$ cat src/rtl/bce_pkg.sv
/*
 Constants and types for the binary encoder block.
 Assumes one controller clock; one logic cycle is one enabled clock edge.
*/
package bce_pkg;

    // ========================================
    // Sizes
    localparam int BCE_MAX_IN = 8;
    localparam int BCE_CODE_W = 3;

    // ========================================
    // Reset values
    localparam logic [BCE_CODE_W-1:0] BCE_CODE_RST = 3'h0;
    localparam logic BCE_ERR_RST = 1'b0;

    // ========================================
    // Coding modes
    typedef enum logic [2:0] {
        BCE_MODE_PEAK = 3'h1,
        BCE_MODE_GREATEST = 3'h2,
        BCE_MODE_DOMINANT = 3'h4
    } bce_mode_t;

endpackage

$ cat src/rtl/bce_core.sv
/*
 Combinational encoder core: inputs and mode in, code and error out.
 Assumes inputs above the configured count are already masked to zero.
*/
`timescale 1ns/1ps
module bce_core
    import bce_pkg::*;
(
    input wire logic [BCE_MAX_IN-1:0] in_i,
    input wire bce_mode_t mode_i,
    output logic [BCE_CODE_W-1:0] code_o,
    output logic err_o
);

    // ========================================
    // Helpers
    function automatic logic [BCE_CODE_W-1:0] bce_top_index(input logic [BCE_MAX_IN-1:0] v);
        logic [BCE_CODE_W-1:0] idx;
        idx = BCE_CODE_RST;
        for (int k = 0; k < BCE_MAX_IN; k++)
        begin
            if (v[k])
            begin
                idx = k[BCE_CODE_W-1:0];
            end
        end
        return idx;
    endfunction

    function automatic logic bce_is_one_hot(input logic [BCE_MAX_IN-1:0] v);
        return (v != '0) && ((v & (v - 1'b1)) == '0);
    endfunction

    always_comb
    begin
        code_o = BCE_CODE_RST;
        err_o = 1'b0;
        unique case (mode_i)
            BCE_MODE_PEAK:
            begin
                if (bce_is_one_hot(in_i))
                begin
                    code_o = bce_top_index(in_i);
                end
                else
                begin
                    err_o = 1'b1;
                end
            end
            BCE_MODE_GREATEST:
            begin
                code_o = bce_top_index(in_i);
                err_o = (in_i == '0);
            end
            BCE_MODE_DOMINANT:
            begin
                if (in_i[0])
                begin
                    code_o = BCE_CODE_RST;
                end
                else
                begin
                    code_o = bce_top_index(in_i);
                    err_o = (in_i == '0);
                end
            end
            default:
            begin
                code_o = BCE_CODE_RST;
                err_o = 1'b1;
            end
        endcase
    end

endmodule

$ cat src/rtl/bce_encoder.sv
/*
 Top of the binary encoder: masks unused inputs, registers code and error.
 Assumes inputs and configuration come from logic on mclk_i.
*/
`timescale 1ns/1ps
module bce_encoder
    import bce_pkg::*;
(
    input wire logic mclk_i,
    input wire logic nrst_i,
    input wire logic ce_i,
    input wire logic [3:0] in_count_i,
    input wire bce_mode_t mode_i,
    input wire logic err_en_i,
    input wire logic [BCE_MAX_IN-1:0] in_i,
    output logic [BCE_CODE_W-1:0] code_o,
    output logic [BCE_CODE_W-1:0] code_width_o,
    output logic err_o
);

    // ========================================
    // State
    typedef struct packed {
        logic [BCE_CODE_W-1:0] code;
        logic err;
    } bce_state_t;

    bce_state_t st;
    bce_state_t next_st;
    logic [BCE_MAX_IN-1:0] in_mask;
    logic [BCE_MAX_IN-1:0] in_used;
    logic [BCE_CODE_W-1:0] core_code;
    logic core_err;
    logic [3:0] cnt_clamp;

    // ========================================
    // Input count and output width
    always_comb
    begin
        if (in_count_i < 4'h2)
        begin
            cnt_clamp = 4'h2;
        end
        else if (in_count_i > 4'h8)
        begin
            cnt_clamp = 4'h8;
        end
        else
        begin
            cnt_clamp = in_count_i;
        end
        in_mask = '0;
        for (int k = 0; k < BCE_MAX_IN; k++)
        begin
            in_mask[k] = (4'(k) < cnt_clamp);
        end
        if (cnt_clamp <= 4'h2)
        begin
            code_width_o = 3'h1;
        end
        else if (cnt_clamp <= 4'h4)
        begin
            code_width_o = 3'h2;
        end
        else
        begin
            code_width_o = 3'h3;
        end
    end

    assign in_used = in_i & in_mask;

    bce_core u_core (
        .in_i(in_used),
        .mode_i(mode_i),
        .code_o(core_code),
        .err_o(core_err)
    );

    always_comb
    begin
        next_st = st;
        if (ce_i)
        begin
            next_st.code = core_code;
            next_st.err = core_err & err_en_i;
        end
    end

    always_ff @(posedge mclk_i or negedge nrst_i)
    begin
        if (!nrst_i)
        begin
            st <= '{code: BCE_CODE_RST, err: BCE_ERR_RST};
        end
        else
        begin
            st <= next_st;
        end
    end

    assign code_o = st.code;
    assign err_o = st.err;
endmodule

$ cat config.mk
export PLATFORM = sky130hd
export DESIGN_NAME = bce_encoder
export DESIGN_NICKNAME = d
export VERILOG_FILES = /design/src/rtl/bce_pkg.sv /design/src/rtl/bce_core.sv /design/src/rtl/bce_encoder.sv
export SDC_FILE = /design/constraint.sdc
export NUM_CORES = 1
export LEC_CHECK = 0
export BUFFER_PORTS_ARGS = -buffer_cell sky130_fd_sc_hd__buf_2
export CELL_PAD_IN_SITES_DETAIL_PLACEMENT = 0
export CELL_PAD_IN_SITES_GLOBAL_PLACEMENT = 2
export CORE_AREA = 2 2 50 52
export DETAILED_ROUTE_END_ITERATION = 12
export DIE_AREA = 0 0 52 54
export PLACE_DENSITY_LB_ADDON = 0.15
export REMOVE_ABC_BUFFERS = 1
export SLEW_MARGIN = 10
export SYNTH_ARGS = -nofsm -noshare
export SYNTH_HDL_FRONTEND = slang
export SYNTH_HIERARCHICAL = 1
export SYNTH_SLANG_ARGS = --single-unit
$ cat constraint.sdc
create_clock -name mclk_i -period 1.1 [get_ports mclk_i]
set_clock_uncertainty 0.1 [all_clocks]
set_input_delay 0.11 -clock mclk_i [delete_from_list [all_inputs] [get_ports mclk_i]]
set_output_delay 0.11 -clock mclk_i [all_outputs]
set_load 0.01 [all_outputs]
Word level (Yosys, flattened, before mapping)
Cells that the tools add are included.
{"block": "word_totals", "regBits": 4, "out_inout_bits": 7, "wordCells": 42}
{"block": "op_classes", "addsub": 1, "n_lt_le_gt_ge": 12, "n_eq_ne": 3, "muxes": 17, "bitwise": 3, "reduce_logical": 4}
{"operator": "two-way mux 3 bit", "n": 7}
{"operator": "AND 8 bit", "n": 2}
{"operator": "zero test 8 bit", "n": 2}
{"operator": "less-than comparator 3 x 4 -> 1 bit (first input constant)", "n": 4}
{"operator": "one-hot mux 3 bit (3 select lines)", "n": 1}
{"operator": "less-than comparator 1 x 4 -> 1 bit (first input constant)", "n": 2}
{"operator": "less-than comparator 2 x 4 -> 1 bit (first input constant)", "n": 2}
{"operator": "two-way mux 4 bit", "n": 2}
{"operator": "nonzero test 8 bit", "n": 1}
{"operator": "subtractor 8 x 1 -> 8 bit (second input constant)", "n": 1}
{"operator": "> comparator 4 bit (second input constant)", "n": 1}
{"operator": "<= comparator 4 x 2 -> 1 bit (second input constant)", "n": 1}
{"operator": "<= comparator 4 x 3 -> 1 bit (second input constant)", "n": 1}
{"operator": "less-than comparator 4 x 2 -> 1 bit (second input constant)", "n": 1}
{"operator": "two-way mux 1 bit", "n": 4}
{"operator": "two-way mux 2 bit", "n": 2}
{"operator": "equality test 3 x 1 -> 1 bit (second input constant)", "n": 1}
{"operator": "equality test 3 x 2 -> 1 bit (second input constant)", "n": 1}
{"operator": "equality test 3 bit (second input constant)", "n": 1}
{"operator": "one-hot mux 1 bit (3 select lines)", "n": 1}
{"operator": "AND 1 bit", "n": 1}
{"operator": "logical AND 1 bit", "n": 1}

Logic depth before layout (Yosys ltp)
{"block": "logic_depth", "word_depth": 14, "ltp_mapped": 8, "ltp_nobuf": 8}

Cells and area by module
Netlist, hierarchy kept.
{"mod": "bce_encoder", "n_inst": 1, "cells_per_inst": 30, "area_per_inst_um2": 261.5, "seq_area_each_um2": 100.1}
{"mod": "bce_core", "n_inst": 1, "cells_per_inst": 29, "area_per_inst_um2": 211.5, "seq_area_each_um2": 0.0}

Worst setup path after synthesis
OpenSTA, ideal clock, no wires.
{"block": "synth_path", "path_type": "input to register", "startpoint": "in in_count_i[2]", "endpoint": "reg st, in the netlist code_o[1]", "arrival_time_ns": 1.467, "slack_ns": -0.595, "cell_stages": 7, "path_buffers": 0, "cell_sequence": "nor2_1 -> a21boi_1 -> nor4_4 -> xor2_1 -> a31oi_1 -> nor2_1 -> mux2_1"}
{"block": "synth_via", "elab_chain_len": 13, "elab_cells_between_ends": 27, "classes_between": "add/sub: 1; order compare: 10; mux: 11; bitwise: 2; reduce/logical: 3"}
{"item": "start: declaration", "line": "bce_encoder.sv:12", "text": "input wire logic [3:0] in_count_i,"}
{"item": "> comparator 4 bit", "line": "bce_encoder.sv:44", "text": "else if (in_count_i > 4'h8)"}
{"item": "two-way mux 4 bit", "line": "bce_encoder.sv:44"}
{"item": "two-way mux 4 bit *", "line": "bce_encoder.sv:40", "text": "if (in_count_i < 4'h2)"}
{"item": "less-than comparator 2 x 4 -> 1 bit *", "line": "bce_encoder.sv:55", "text": "in_mask[k] = (4'(k) < cnt_clamp);"}
{"item": "AND 8 bit *", "line": "bce_encoder.sv:71", "text": "assign in_used = in_i & in_mask;"}
{"item": "via in_used[2]", "line": "bce_encoder.sv:31", "text": "logic [BCE_MAX_IN-1:0] in_used;"}
{"item": "branches (longest 7 deep; another with subtractor 8 x 1 -> 8 bit)"}
{"item": "one-hot mux 3 bit (3 select lines) *", "line": "bce_core.sv:38", "text": "unique case (mode_i)"}
{"item": "via core_code[1]", "line": "bce_encoder.sv:32", "text": "logic [BCE_CODE_W-1:0] core_code;"}
{"item": "end signal: assignment", "line": "bce_encoder.sv:94", "text": "st <= '{code: BCE_CODE_RST, err: BCE_ERR_RST};"}
{"item": "end signal: assignment", "line": "bce_encoder.sv:98", "text": "st <= next_st;"}
{"item": "end: declaration", "line": "bce_encoder.sv:28", "text": "bce_state_t st;"}
Mark *: on every way through the listed nets, which the timed path passes.
A chain may end at the register's enable or synchronous reset.

Worst setup path after layout
{"block": "layout_path", "startpoint": "in in_count_i[2]", "endpoint": "reg st, in the netlist code_o[1]"}
{"block": "layout_via", "elab_cells_between_ends": 27, "classes_between": "add/sub: 1; order compare: 10; mux: 11; bitwise: 2; reduce/logical: 3"}
{"item": "> comparator 4 bit", "line": "bce_encoder.sv:44"}
{"item": "two-way mux 4 bit", "line": "bce_encoder.sv:44"}
{"item": "two-way mux 4 bit *", "line": "bce_encoder.sv:40"}
{"item": "less-than comparator 3 x 4 -> 1 bit *", "line": "bce_encoder.sv:55"}
{"item": "AND 8 bit *", "line": "bce_encoder.sv:71"}
{"item": "via in_used[5]", "line": "bce_encoder.sv:31"}
{"item": "subtractor 8 x 1 -> 8 bit", "line": "bce_core.sv:31", "text": "return (v != '0) && ((v & (v - 1'b1)) == '0);"}
{"item": "AND 8 bit", "line": "bce_core.sv:31"}
{"item": "zero test 8 bit", "line": "bce_core.sv:31"}
{"item": "logical AND 1 bit", "line": "bce_core.sv:31"}
{"item": "two-way mux 3 bit", "line": "bce_core.sv:41", "text": "if (bce_is_one_hot(in_i))"}
{"item": "one-hot mux 3 bit (3 select lines) *", "line": "bce_core.sv:38"}
{"item": "via core_code[1]", "line": "bce_encoder.sv:32"}
Mark *: on every way through the listed nets, which the timed path passes. The rest lies on a longest branch.

==> metrics <==
failing checks negative setup slack; Ys Warns 6; Setup Viol. Count Final 4; post-route insts no fill 137; Iter 0 DRT Violations 10; # DRC 0; hold crit path type in -> reg; Worst-path clk slew approximately 40 ps; final core utilization 41.42%; largest family of logic cells by synthesized area simple AND/OR/NAND/NOR gates; #FFs+latches synth 4; DP Area 750.7 µm²; xor and xnor fraction of the mapped netlist area 1.852%; die width ~52 µm; P per Cell Area ~700 mW/mm²; WS Path Type in -> reg; nets@finish 128; fin. max-slew vios 0; share of post-route cells with drive strength above 1 68.22%; Synth top cells by count nor2_1 (6), a21oi_1 (4), dfrtp_1 (4), nand2_1 (4); peak supply drop 553.3 µV; Seq/Total Area, Yosys a little over a fifth; first-pass GRT wire length 2297 µm; Worst setup EP type register; top cells by area, synth dfrtp_1 (21%), nor4_4 (9.0%), mux2_1 (7.1%); Post-synth ARST share 100.0%; clk_lat worst skew between 200 and 250 ps; Synth cell types 32; Pint 471.3 µW; Tot GR Track Use 10.68%; Tmin final 1469 ps; status finished, violations left; clock sink count 4; GP Congestion 0.6439; Core Footprint about 0.0023 mm²; n_diodes 0; post-route cell area 960.9 µm²; IO Port Bufs 24; Critical Path AT 1480 ps; final worst slack -368.6 ps; combinational share of power 49.3%; endpoints failing hold 0; Mapped Area 473.0 µm²; post-synthesis simple-gate area fraction 41.01%; main flop type after synthesis dfrtp_1; CP startpoint kind input pin; syn_area_per_cell 8.016 µm²; post-synthesis mux area share 7.143%; HPWL Detailed 1160 µm; Worst path max stage delay 310 ps; effective utilization at floorplan approximately 20%; drt pass-1 iters 3; die area 0.002808 mm²; Remaining Overflow, GRT 0; period utilization 133.5%; Worst path slowest cell nor4_4; Synth Area in Adders 0%; via count 607; TritonCTS Buffers 3; Antenna Nets Post-Route 0; cell row count 18; wire per inst 10.43 µm; R2R setup slack 250 ps; final hold slack 11.32 ps; largest net degree at the start of global routing 7; htree depth 1; post-synth top area cell dfrtp_1; sequential share of power 24.1%; Ports 26; Routed Wire Length 1429 µm; number of synthesized flops with an enable pin 0; Mapped Cells slightly below 60; switch share 31.71%; initial antenna violation count 0; Layout area overhead 103.2%; power share of the clock group 26.6%; Fmax achieved 0.6809 GHz; vias in the first global route 573; Synth Area in Compound Gates between 20% and 30%; clock buffer depth 2; CP max FO 4; crit-path cells buf_8 -> a21oi_4 -> nor2b_2 -> buf_4 -> nor4_4 -> xor2_1 -> a31oi_2 -> nor2_1 -> mux2_4; CTS tree done; Final TNS setup -1290 ps; WP data required 1110 ps; most common cell in the synthesized netlist nor2_1; Synth top area share about a fifth; maxcap violations 0; Leak Pwr 0.0004495 µW; die height 54 µm; Root Driver clkbuf_4; DP Cell Count approximately 130; NetSw 218.9 µW; vias per cell 4.431; RSZ-0062 raised after global routing yes
through the flow:
step / total power [µW] / setup slack (ps)
final: 690.2 / -368.6
after global routing: 741.6 / -476.3
after CTS: 701.4 / -384.8
after detailed placement: 426.0 / -856.6
after global placement: 424.5 / -852.1
after floorplan: 283.1 / -594.8
power groups by stage:
stage          Clock [µW]  Sequential [µW]  Combinational (µW)
6_report              184              166                 340
5_1_grt               200              168                 374
4_1_cts               197              166                 339
3_5_place_dp            0              167                 259
3_3_place_gp            0              167                 257
2_1_floorplan           0              174                 109
per-layer routing:
layer | share of wire, % | global-route usage (%) | vias to the layer above | routed length (µm)
li1 | - | - | 312 | -
met1 | 43 | 13.93 | 281 | 609
met2 | 53 | 18.35 | 14 | 751
met3 | 4.7 | 3.333 | 0 | 67
met4 | 0 | 0 | 0 | 0
met5 | 0 | 0 | - | 0
layout make-up:
class                   instances  area, µm²
clock buffers                   3      22.52
repair buffers                 48      332.8
multi-input cells              50      460.4
fillers                       253       1359
inverters                       2      7.507
flip-flops and latches          4      100.1
well taps                      30      37.54
layout by cell type (no fill, tap or decap), types with 2 or more instances in the layout:
cell type	instances
buf_4	22
nor2_1	4
nor3_1	2
a21oi_1	3
buf_2	21
nor2b_2	2
buf_8	2
nand2b_1	2
dfrtp_1	4
a22oi_1	2
buf_6	2
nand2_1	3
clkbuf_4	3
nor4_4	2
o22ai_1	2
inv_1	2
mux2_4	3
path summary, 6_finish.rpt:
path	start	end	cells after the start
max	in_count_i[2]	code_o[1]	9
min	err_en_i	err_o	3
max reg2reg	code_o[1]	code_o[1]	1
min reg2reg	code_o[2]	code_o[2]	1
max in group asynchronous	nrst_i	code_o[1]	2
min in group asynchronous	nrst_i	err_o	2
critical path, delay by kind of cell:
| family | cells | cell delay (ps) |
|---|---|---|
| xor gates and xnor gates | 1 | 120 |
| AOI/OAI and AO/OA | 2 | 320 |
| and+or+nand+nor | 3 | 440 |
| buffers and inverters | 2 | 250 |
| muxes | 1 | 250 |
timing repair:
| item | 4_1_cts | 5_1_grt |
|---|---|---|
| hold buffers | 1 | 0 |
| endpoints found under the hold margin | 4 | 0 |
| gates resized for setup | 30 | 3 |
| setup endpoints to repair | 4 | 5 |
| pin swaps | 9 | 1 |
| buffers inserted | 5 | 0 |
kinds of logic after synthesis:
group / Yosys count
AOI/OAI and AO/OA: 17
xor gates and xnor gates: 1
buffers and inverters: 5
DFF: 4
muxes: 3
other: 1
and+or+nand+nor: 28
flip-flops by register name, summed over array words and instances, names as in the netlist:
register  count
err_o         1
code_o        3
Power figures use the tool's default switching activity.
